## src/pkg/obt_pkg.sv

```systemverilog
package obt_pkg;

    // widths of the time base, the stamp and the sample, and the channel count
    localparam int DC_TIME_W     = 64;
    localparam int STAMP_W       = 32;
    localparam int SAMPLE_W      = 16;
    localparam int CHAN_N        = 2;

    // clock figures
    localparam int CLK_PERIOD_NS = 25;

    // reset values
    localparam logic [STAMP_W-1:0]  STAMP_RST    = 32'h0000_0000;
    localparam logic [SAMPLE_W-1:0] SAMPLE_RST   = 16'h0000;
    localparam logic [15:0]         COUNT_RST    = 16'h0000;

    // one sample word of the stream towards the process data image
    typedef struct packed {
        logic                chan;
        logic [15:0]         step;
        logic [SAMPLE_W-1:0] value;
    } obt_sample_type;

    // pulse scheduler state
    typedef enum logic [1:0] {
        OBT_IDLE  = 2'b00,
        OBT_ARMED = 2'b01,
        OBT_RUN   = 2'b10
    } obt_state_type;

endpackage : obt_pkg

```

## src/logic/obt_pulse_gen.sv

```systemverilog
`timescale 1ns/1ps
// periodic pulse generator on the local time: fires when the time reaches the
// programmed target, then moves the target on by the period
module obt_pulse_gen
    import obt_pkg::*;
(
    input  wire logic                 clk_in,
    input  wire logic                 rst_in,
    input  wire logic                 start_in,
    input  wire logic [DC_TIME_W-1:0] first_in,
    input  wire logic [DC_TIME_W-1:0] period_in,
    input  wire logic [DC_TIME_W-1:0] now_in,
    input  wire logic                 run_in,
    output logic                      pulse_out,
    output logic [DC_TIME_W-1:0]      target_out
);
    logic [DC_TIME_W-1:0] target_r;
    logic                 pulse_r;
    wire  logic           hit;

    // signed difference keeps the compare correct across wrap of the time
    assign hit = run_in && !start_in && !(($signed(now_in - target_r)) < 0);

    // target advances by whole periods, so no drift accumulates
    always_ff @(posedge clk_in) begin
        if (rst_in) begin
            target_r <= '0;
            pulse_r  <= 1'b0;
        end else begin
            pulse_r <= hit;
            if (start_in) begin
                target_r <= first_in;
            end else if (hit) begin
                target_r <= target_r + period_in;
            end
        end
    end

    assign pulse_out  = pulse_r;
    assign target_out = target_r;
endmodule : obt_pulse_gen

```

## src/logic/obt_top.sv

```systemverilog
`timescale 1ns/1ps
// Contract
// - the next-block start time is given as a 32-bit unsigned word whenever its entry is enabled and the scheduler is running.
// - each cycle the reported time is that of the next slow pulse, which starts the next block.
// - the reported time steps by exactly the cycle time from one cycle to the next.
// - the reported time is the low 32 bits of the 64-bit local clock time.
// - each sample is 16 bits, one per oversampling step and active channel.
// - samples are evenly spaced by cycle time over factor, the first at the previous reported time.
// - a configurable shift time offsets both pulse trains.
// - each fast pulse triggers one conversion, so its interval is the sampling interval.
module obt_top
    import obt_pkg::*;
#(
    parameter int CHANS = CHAN_N
)
(
    input  wire logic                 CLK_IN,
    input  wire logic                 SYS_RST_IN,
    input  wire logic [DC_TIME_W-1:0] DC_TIME_IN,      // local clock time, same domain
    input  wire logic                 ENABLE_IN,       // start pulse trains
    input  wire logic                 STAMP_EN_IN,     // stamp entry enabled in process data
    input  wire logic [DC_TIME_W-1:0] CYCLE_TIME_IN,   // slow pulse interval, ns
    input  wire logic [DC_TIME_W-1:0] FAST_TIME_IN,    // fast pulse interval, ns
    input  wire logic [DC_TIME_W-1:0] SHIFT_TIME_IN,   // local shift, ns
    input  wire logic [DC_TIME_W-1:0] START_TIME_IN,   // first slow pulse, before shift
    input  wire logic [SAMPLE_W-1:0]  ADC_CH0_IN,      // converter result, async pin data
    input  wire logic [SAMPLE_W-1:0]  ADC_CH1_IN,
    input  wire logic                 ADC_DONE_IN,     // converter done, async pin
    output logic                      ADC_CONVERT_OUT,
    output logic                      SLOW_PULSE_OUT,
    output logic                      FAST_PULSE_OUT,
    output logic [STAMP_W-1:0]        NEXT_BLOCK_START_TIME_OUT,
    output logic                      STAMP_VALID_OUT,
    output obt_sample_type            SAMPLE_OUT,
    output logic                      SAMPLE_VALID_OUT,
    output logic [15:0]               STEPS_PER_BLOCK_OUT
);
    obt_state_type        state_r, state_nxt;
    logic [DC_TIME_W-1:0] first_r;
    logic                 start_r;
    logic                 slow_p, fast_p;
    logic [DC_TIME_W-1:0] slow_target;
    logic [STAMP_W-1:0]   stamp_r;
    logic                 stamp_v_r;
    logic                 conv_r;
    logic [15:0]          step_r, steps_r;
    logic                 done_s1_r, done_s2_r, done_s3_r;
    logic [SAMPLE_W-1:0]  ch0_s1_r, ch0_s2_r, ch1_s1_r, ch1_s2_r;
    logic [SAMPLE_W-1:0]  ch1_hold_r;
    logic                 ch1_pend_r;
    obt_sample_type       smp_r;
    logic                 smp_v_r;
    wire  logic           done_rise;
    wire  logic           slow_due;
    wire  logic [STAMP_W-1:0] stamp_nxt;

    // low 32 bits only; the natural truncation gives the silent wrap
    function automatic logic [STAMP_W-1:0] low_word(input logic [DC_TIME_W-1:0] t);
        return t[STAMP_W-1:0];
    endfunction : low_word

    // same signed test as the pulse generator, so the stamp moves on the very edge of the pulse
    function automatic logic due(input logic [DC_TIME_W-1:0] now, input logic [DC_TIME_W-1:0] target);
        return !($signed(now - target) < 0);
    endfunction : due

    // both trains start at the same shifted origin
    assign done_rise = done_s2_r && !done_s3_r;
    assign slow_due  = (state_r == OBT_RUN) && !start_r && due(DC_TIME_IN, slow_target);
    assign stamp_nxt = low_word(slow_target + CYCLE_TIME_IN);

    // scheduler: load origin once, then run until enable drops
    always_comb begin
        state_nxt = state_r;
        case (state_r)
            OBT_IDLE:  if (ENABLE_IN) state_nxt = OBT_ARMED;
            OBT_ARMED: state_nxt = OBT_RUN;
            OBT_RUN:   if (!ENABLE_IN) state_nxt = OBT_IDLE;
            default:   state_nxt = OBT_IDLE;
        endcase
    end

    always_ff @(posedge CLK_IN) begin
        if (SYS_RST_IN) begin
            state_r <= OBT_IDLE;
            start_r <= 1'b0;
            first_r <= '0;
        end else begin
            state_r <= state_nxt;
            start_r <= (state_r == OBT_IDLE) && ENABLE_IN;
            first_r <= START_TIME_IN + SHIFT_TIME_IN;
        end
    end

    // slow pulse: block boundary, interval is the cycle time
    obt_pulse_gen u_slow (
        .clk_in     (CLK_IN),
        .rst_in     (SYS_RST_IN),
        .start_in   (start_r),
        .first_in   (first_r),
        .period_in  (CYCLE_TIME_IN),
        .now_in     (DC_TIME_IN),
        .run_in     (state_r == OBT_RUN),
        .pulse_out  (slow_p),
        .target_out (slow_target)
    );

    // fast pulse: the ratio to the slow interval is the master's choice
    obt_pulse_gen u_fast (
        .clk_in     (CLK_IN),
        .rst_in     (SYS_RST_IN),
        .start_in   (start_r),
        .first_in   (first_r),
        .period_in  (FAST_TIME_IN),
        .now_in     (DC_TIME_IN),
        .run_in     (state_r == OBT_RUN),
        .pulse_out  (fast_p),
        .target_out ()
    );

    // stamp takes the origin at arming, then jumps to the following pulse time on the pulse edge
    always_ff @(posedge CLK_IN) begin
        if (SYS_RST_IN) begin
            stamp_r   <= STAMP_RST;
            stamp_v_r <= 1'b0;
        end else begin
            if (start_r) begin
                stamp_r <= low_word(first_r);
            end else if (slow_due) begin
                stamp_r <= stamp_nxt;
            end
            stamp_v_r <= STAMP_EN_IN && (state_r == OBT_RUN);
        end
    end

    // one conversion per fast pulse; step counter restarts at block start
    always_ff @(posedge CLK_IN) begin
        if (SYS_RST_IN) begin
            conv_r  <= 1'b0;
            step_r  <= COUNT_RST;
            steps_r <= COUNT_RST;
        end else begin
            conv_r <= fast_p;
            if (slow_p) begin
                steps_r <= step_r; // steps seen in the block just closed
                step_r  <= fast_p ? 16'h0001 : COUNT_RST;
            end else if (fast_p) begin
                step_r <= step_r + 16'h0001;
            end
        end
    end

    // converter pins come from outside, two flops before use
    always_ff @(posedge CLK_IN) begin
        if (SYS_RST_IN) begin
            done_s1_r <= 1'b0;
            done_s2_r <= 1'b0;
            done_s3_r <= 1'b0;
            ch0_s1_r  <= SAMPLE_RST;
            ch0_s2_r  <= SAMPLE_RST;
            ch1_s1_r  <= SAMPLE_RST;
            ch1_s2_r  <= SAMPLE_RST;
        end else begin
            done_s1_r <= ADC_DONE_IN;
            done_s2_r <= done_s1_r;
            done_s3_r <= done_s2_r;
            ch0_s1_r  <= ADC_CH0_IN;
            ch0_s2_r  <= ch0_s1_r;
            ch1_s1_r  <= ADC_CH1_IN;
            ch1_s2_r  <= ch1_s1_r;
        end
    end

    // channel 0 word first, channel 1 on the next cycle; 16-bit values
    always_ff @(posedge CLK_IN) begin
        if (SYS_RST_IN) begin
            smp_r      <= '0;
            smp_v_r    <= 1'b0;
            ch1_hold_r <= SAMPLE_RST;
            ch1_pend_r <= 1'b0;
        end else begin
            smp_v_r <= 1'b0;
            if (done_rise) begin
                smp_r      <= '{chan: 1'b0, step: step_r, value: ch0_s2_r};
                smp_v_r    <= 1'b1;
                ch1_hold_r <= ch1_s2_r;
                ch1_pend_r <= (CHANS > 1);
            end else if (ch1_pend_r) begin
                smp_r      <= '{chan: 1'b1, step: smp_r.step, value: ch1_hold_r};
                smp_v_r    <= 1'b1;
                ch1_pend_r <= 1'b0;
            end
        end
    end

    assign ADC_CONVERT_OUT           = conv_r;
    assign SLOW_PULSE_OUT            = slow_p;
    assign FAST_PULSE_OUT            = fast_p;
    assign NEXT_BLOCK_START_TIME_OUT = stamp_r;
    assign STAMP_VALID_OUT           = stamp_v_r;
    assign SAMPLE_OUT                = smp_r;
    assign SAMPLE_VALID_OUT          = smp_v_r;
    assign STEPS_PER_BLOCK_OUT       = steps_r;
endmodule : obt_top

```

## config.mk

```make
export PLATFORM = sky130hd
export DESIGN_NAME = obt_top
export DESIGN_NICKNAME = d
export VERILOG_FILES = /design/src/pkg/obt_pkg.sv /design/src/logic/obt_pulse_gen.sv /design/src/logic/obt_top.sv
export SDC_FILE = /design/constraint.sdc
export NUM_CORES = 1
export LEC_CHECK = 0
export BUFFER_PORTS_ARGS = -buffer_cell sky130_fd_sc_hd__clkbuf_2
export CORE_MARGIN = 2
export CORE_UTILIZATION = 55
export DETAILED_ROUTE_END_ITERATION = 16
export PLACE_DENSITY = 0.81
export SYNTH_ARGS = -nofsm -noshare
export SYNTH_HDL_FRONTEND = slang
export SYNTH_SLANG_ARGS = --single-unit
```

## constraint.sdc

```tcl
create_clock -name CLK_IN -period 7.6 [get_ports CLK_IN]
set_clock_uncertainty 0.05 [all_clocks]
set_input_delay 0.38 -clock CLK_IN [delete_from_list [all_inputs] [get_ports CLK_IN]]
set_output_delay 0.38 -clock CLK_IN [all_outputs]
set_load 0.01 [all_outputs]
```

## Word-level counts from Yosys, hierarchy flattened

Cells that the tools add are included.

| storage, ports and cells | value |
|---|---|
| flip-flop bits (word level) | 381 |
| bits in latches | 0 |
| bits in writable memories | 0 |
| memory bits (read-only) | 0 |
| input bits | 357 |
| output and inout bits | 86 |
| logic and storage cells | 71 |
| memories | 0 |

| cells by class | value |
|---|---|
| add/subtract/negate cells | 6 |
| multipliers | 0 |
| divide/modulo/power cells | 0 |
| $lt $le $gt $ge | 2 |
| eq/ne operators | 4 |
| shift operators | 0 |
| muxes and demuxes | 17 |
| bitwise gates (word level) | 0 |
| reductions and logical operators | 17 |

Operator list:

| cell | number |
|---|---|
| 2-to-1 mux 64 bit | 4 |
| adder 64 bit | 3 |
| less-than comparator 64 x 1 -> 1 bit (second input constant) | 2 |
| subtractor 64 bit | 2 |
| 2-to-1 mux 32 bit | 3 |
| 2-to-1 mux 16 bit | 3 |
| adder 16 x 1 -> 16 bit (second input constant) | 1 |
| nonzero test 2 bit | 4 |
| logical AND 1 bit | 6 |
| case mux 2 bit (3 select lines) | 1 |
| zero test 1 bit | 4 |
| 2-to-1 mux 1 bit | 4 |
| 2-to-1 mux 2 bit | 2 |
| inequality test 2 bit (second input constant) | 2 |
| == test 2 x 1 -> 1 bit (second input constant) | 1 |
| == test 2 bit (second input constant) | 1 |
| zero test 2 bit | 1 |
| AND reduction 2 bit | 1 |
| OR reduction 2 bit | 1 |

## Longest topological paths before layout

| depth | value |
|---|---|
| depth in word-level cells | 6 |
| mapped depth | 14 |
| gate-level depth less buffers | 13 |

## Cells and area by module

Synthesis repeated with hierarchy kept, for this count alone.

| unflattened totals | value |
|---|---|
| cell total of the unflattened synthesis | 4075 |
| area total of the unflattened synthesis | 31504.0 um^2 |

By module, submodules not included:

| module | instances | cells an instance | area each (um^2) | seq. area each (um^2) |
|---|---|---|---|---|
| obt_top | 1 | 1830 | 15092.0 | 5024.8 |
| obt_pulse_gen (u_fast) | 1 | 1119 | 8235.4 | 1301.2 |
| obt_pulse_gen (u_slow) | 1 | 1126 | 8176.6 | 1301.2 |

## Worst setup path after synthesis

OpenSTA, ideal clock, no wires.

| path | value |
|---|---|
| path kind | in2reg |
| start | input SHIFT_TIME_IN[0] |
| end | register first_r[48] |
| library setup time | 0.121 ns |
| arrival time | 3.220 ns |
| required time | 7.429 ns |
| setup slack | 4.209 ns |
| stages on the path | 12 |
| path buffers | 0 |
| path through | ha_1 fa_1 a21o_1 a211o_1 a21bo_2 a32oi_1 o21a_1 o31ai_1 a31oi_1 o21ai_1 a221oi_1 mux2_2 |

| between the ends | value |
|---|---|
| longest elaborated chain between the ends | 1 |

RTL lines:

| element | line | source |
|---|---|---|
| start: declaration | obt_top.sv:24 | `input wire logic [DC_TIME_W-1:0] SHIFT_TIME_IN,` |
| adder 64 bit | obt_top.sv:91 | `first_r <= START_TIME_IN + SHIFT_TIME_IN;` |
| end signal: assignment | obt_top.sv:91 |  |
| end: declaration | obt_top.sv:39 | `logic [DC_TIME_W-1:0] first_r;` |

Every way passes these cells.
A chain may end at the register's enable or synchronous reset.

## Final worst setup path

| path | value |
|---|---|
| start | register u_fast.target_r[8] (netlist: u_fast.target_out[8]) |
| end | register u_fast.target_r[7] (netlist: u_fast.target_out[7]) |

| between the ends | value |
|---|---|
| longest elaborated chain between the ends | 5 |

RTL lines:

| element | line | source |
|---|---|---|
| start: declaration | obt_pulse_gen.sv:17 | `logic [DC_TIME_W-1:0] target_r;` |
| start signal: assignment | obt_pulse_gen.sv:32 | `target_r <= first_in;` |
| start signal: assignment | obt_pulse_gen.sv:34 | `target_r <= target_r + period_in;` |
| subtractor 64 bit | obt_pulse_gen.sv:22 | `assign hit = run_in && !start_in && !(($signed(now_in - target_r)) < 0);` |
| less-than comparator 64 x 1 -> 1 bit | obt_pulse_gen.sv:22 |  |
| zero test 1 bit | obt_pulse_gen.sv:22 |  |
| logical AND 1 bit | obt_pulse_gen.sv:22 |  |
| nonzero test 2 bit (no source line) | n/a |  |

Every way passes these cells.

==> PnR_summary.wiki <==
{| class="wikitable"
! Metric !! Value
|-
| Initial antenna violation count || 11
|-
| Post-CTS resize count || 0
|-
| Synth async-reset ratio || 0
|-
| Kind of cell adding the most delay to the critical path || compound AO/OA/AOI/OAI gates
|-
| Max Cap Viol || 0
|-
| Main flop type after synthesis || dfxtp_1
|-
| Cells traversed along the worst timing path || inv_1, ha_1, a21o_1, a2111oi_0, a21oi_1, a2111o_1, a32o_1, a211oi_4, buf_4, buf_4, mux2i_1, o21ai_0, and2_1
|-
| Final antenna-violating net count || 0
|-
| Reg2Reg Setup Slack || roughly 3.1 ns
|-
| Max Slew Vio Count || 0
|-
| Final std cells w/o fill || 4352
|-
| Slowest stage cell on the critical path || buf_4
|-
| Total power || a little under 6 mW
|-
| Crit end category || flop
|-
| Overall via count from detail_route || approximately 27000
|-
| Synthesis-to-layout area growth || 14.1%
|-
| CTS H-tree lvls || 2
|-
| Least-Margin Pin Slew || ~1.2 ns
|-
| Final Wtd Congestion || ~1.0
|-
| Vias per Instance || between 6 and 7
|-
| Aggregate global routing overflow || 0
|-
| Maximum cell stage delay along the critical path || approximately 0.69 ns
|-
| Post-layout minimum cycle time || roughly 4.5 ns
|-
| Fraction of the cycle the final worst path needs || 0.588
|-
| HPWL after DPL || approximately 70000 um
|-
| Number of enable flip-flop cells after synthesis || 0
|-
| Post-synthesis instance total || between 3000 and 4000
|-
| Average footprint of a synthesized cell || 7.90 um^2
|-
| Clock root cell || clkbuf_16
|-
| Maximum vdd ir drop || around 0.00020 V
|-
| Synthesized flop and latch total || approximately 350
|-
| Initial cell density of the core || 0.557
|-
| CP dominant cell by count || buf_4
|-
| Startpoint type of the worst setup path || flop
|-
| Total negative setup slack || 0 ns
|-
| Post-route worst hold slack || 0.0244 ns
|-
| Power Dens Cells || between 150 and 200 nW/um^2
|-
| Headroom to the max-slew limit || 0.219
|-
| CP bufs+invs || 3
|-
| Average detailed-routed wire length per instance || ~21 um
|-
| Crit path arrival time || approximately 5 ns
|-
| DRT iter0 DRCs || 2659
|-
| 1st-pass router iterations || 5
|-
| Std cell rows || 80
|-
| End point of the critical path || u_fast.target_out[7]
|-
| Via count of the first global-routing pass || between 20000 and 30000
|-
| Fmax achieved || around 220 MHz
|-
| Port Buf Inserts || 442
|-
| Maximum number of pins on one net before global-route repair || 110
|-
| Area of the mapped netlist || roughly 27000 um^2
|-
| Total of warnings raised by yosys || 0
|-
| Post-route core utilization || 0.636
|-
| Final worst-path setup slack || between 3 and 4 ns
|-
| Setup repair after global routing missed its margin || no
|-
| Final setup violation count || 0
|-
| Core footprint || roughly 48000 um^2
|-
| Longest Clk Path Bufs || 3
|-
| Critical Path Stages || 13
|-
| Class of the tightest hold or removal check || input port to flop
|-
| Vertical die dimension || roughly 220 um
|-
| Startpoint of the most critical hold path || ADC_CH1_IN[9]
|-
| Final Hold Violating Endpoints || 0
|-
| Data required time at the worst endpoint || 8.00 ns
|-
| Total die area || approximately 50000 um^2
|-
| Post-Layout Inst Area || 30400 um^2
|-
| Post-placement cell area || between 20000 and 30000 um^2
|-
| Clock transition at the registers of the reported paths || 0.06 ns
|-
| Maximum fanout encountered on the critical timing path || 73
|-
| Register-to-Register Path Depth || 13
|-
| Insertion delay of the later-clocked pin in the worst-skew pair || around 0.57 ns
|-
| All-layer global routing usage || 0.349
|-
| Reg-to-reg startpoint || u_fast.target_out[8]
|-
| Placed cell count || 4244
|-
| Static leakage power || 13.5 nW
|-
| Critical R2R Capture || u_fast.target_out[7]
|-
| # nets final || about 4400
|-
| Setup CP Type || flop to flop
|-
| Die Width || 224 um
|-
| Clock tree from TritonCTS || done
|-
| First-pass GRT wire length || roughly 140000 um
|-
| Clk sink count || between 300 and 400
|-
| Yosys cell types || 86
|-
| Placement-stage worst setup slack || approximately 3.2 ns
|-
| Fraction of final layout cells with drive strength greater than 1 || 0.150
|-
| DRC Markers || 0
|-
| Post-detailed-routing wire length || about 90000 um
|-
| Post-synthesis sequential area ratio || 0.263
|-
| Syn_nets || 4045
|-
| Status || complete, no violations
|-
| Top-Level Pins || between 400 and 500
|-
| Num CTS Buffers || 38
|-
| CP Launch Point || u_fast.target_out[8]
|}
==> cell type report <==
cell class,instances,area [um^2]
Antenna cell,11,27.5
Clock buffer,51,1040
Clock inverter,15,180
Fill cell,4159,17400
Inverter,187,704
Multi-Input combinational cell,2642,18000
Sequential cell,349,6990
Tap cell,615,769
Timing Repair Buffer,482,2600
==> cells by family (layout without fill, tap and decap cells) <==
family,count (synthesis),after routing,share of synthesized area
AND/OR/NAND/NOR,965,965,0.173
other,0,11,0
multiplexers,105,105,0.0400
flip-flops,349,349,0.263
adder cells (fa/ha/maj),317,317,0.150
AO/OA/AOI/OAI,1084,1084,0.258
buffers and inverters,380,735,0.0601
XOR/XNOR,171,171,0.0563
==> registers in the layout (all words and copies together) (netlist names), 16 cells and up <==
signal,flops
SAMPLE_OUT,33
ch0_s1_r,16
u_fast.target_out,64
u_slow.target_out,33
STEPS_PER_BLOCK_OUT,16
ch1_s1_r,16
step_r,16
ch0_s2_r,16
ch1_s2_r,16
ch1_hold_r,16
first_r,64
NEXT_BLOCK_START_TIME_OUT,31
==> routing by layer <==
layer  part of all wire  vias to the layer above  GRT usage
li1                   -                    12800          -
met1               0.42                    12400      0.468
met2               0.43                     1368      0.542
met3               0.11                      214     0.0866
met4              0.038                        2      0.127
met5            0.00018                        -          0
==> worst register-to-register path, cell delays in order, from the launching register on <==
cell and delay (ns):
dfxtp_1 0.36, inv_1 0.07, ha_1 0.30, a21o_1 0.17, a2111oi_0 0.59, a21oi_1 0.19
a2111o_1 0.52, a32o_1 0.30, a211oi_4 0.18, buf_4 0.36, buf_4 0.70, mux2i_1 0.31
o21ai_0 0.08, and2_1 0.18
==> synthesized netlist by cell type (7+ instances only) <==
cell / count / share of area
buf_4: 37 / 0.010
nor2b_1: 90 / 0.021
a221o_1: 7 / 0.0026
mux2i_1: 97 / 0.036
a211oi_1: 54 / 0.015
mux2_2: 7 / 0.0030
nor4_1: 14 / 0.0033
nand2b_1: 17 / 0.0040
ha_1: 314 / 0.15
a221oi_1: 14 / 0.0046
a21oi_1: 408 / 0.077
o211ai_1: 16 / 0.0045
xor2_1: 66 / 0.022
clkbuf_1: 124 / 0.017
and2_1: 21 / 0.0049
xnor2_1: 105 / 0.035
nand2_1: 262 / 0.037
a41oi_1: 11 / 0.0036
o221a_2: 11 / 0.0047
a21o_1: 107 / 0.030
o21ai_1: 7 / 0.0013
a211o_1: 9 / 0.0030
o21bai_1: 62 / 0.017
and4_1: 11 / 0.0036
nand4_1: 73 / 0.017
nand3_1: 77 / 0.014
nor3_1: 51 / 0.0096
o22ai_1: 11 / 0.0026
o21ai_0: 177 / 0.033
and3_1: 30 / 0.0071
o31ai_1: 21 / 0.0059
o21a_1: 50 / 0.014
o41ai_1: 7 / 0.0023
dfxtp_1: 349 / 0.26
inv_1: 187 / 0.026
nor2_1: 273 / 0.039
buf_1: 14 / 0.0020
or3_1: 18 / 0.0042
nor3b_1: 7 / 0.0020
a21boi_0: 15 / 0.0042
buf_2: 15 / 0.0028
a31oi_1: 34 / 0.0080
==> worst min path at each step <==
stage / to / slack [ns] / cells past startpoint
finish: ch1_s1_r[9] / 0.02 / 2
global route: ch1_s1_r[9] / 0.02 / 2
CTS: ch1_s1_r[10] / 0.003 / 2
detailed placement: ch1_s2_r[4] / 0.37 / 1
global placement: ch0_s2_r[5] / 0.36 / 1
floorplan: ch1_pend_r / 0.36 / 1
==> power by group <==
part / internal, mW / leakage, nW / switching [mW] / total [mW]
Sequential: 1.96 / 2.87 / 0.110 / 2.07
Combinational: 0.749 / 10.0 / 1.12 / 1.87
Clock: 1.07 / 0.591 / 0.799 / 1.87
Total: 3.78 / 13.5 / 2.03 / 5.81
==> cell usage in the layout (no fill, tap or decap), types with 14 or more instances in the layout <==
cell             n
a211oi_1        54
a21boi_0        15
a21o_1         107
a21oi_1        407
a221oi_1        14
a31oi_1         34
and2_1          21
and3_1          30
clkbuf_16       38
clkbuf_2       441
dfxtp_1        348
dlygate4sd3_1   31
ha_1           314
inv_1          186
mux2i_1         97
nand2_1        262
nand2b_1        16
nand3_1         77
nand4_1         73
nor2_1         273
nor2b_1         89
nor3_1          51
nor4_1          14
o211ai_1        16
o21a_1          50
o21ai_0        177
o21bai_1        62
o31ai_1         21
or3_1           18
xnor2_1        105
xor2_1          66
==> timing repair <==
action                    CTS  global route
setup buffers               0             0
hold buffers               31             0
hold endpoints to repair   31             0
No activity file was read; power rests on OpenSTA's default activity.
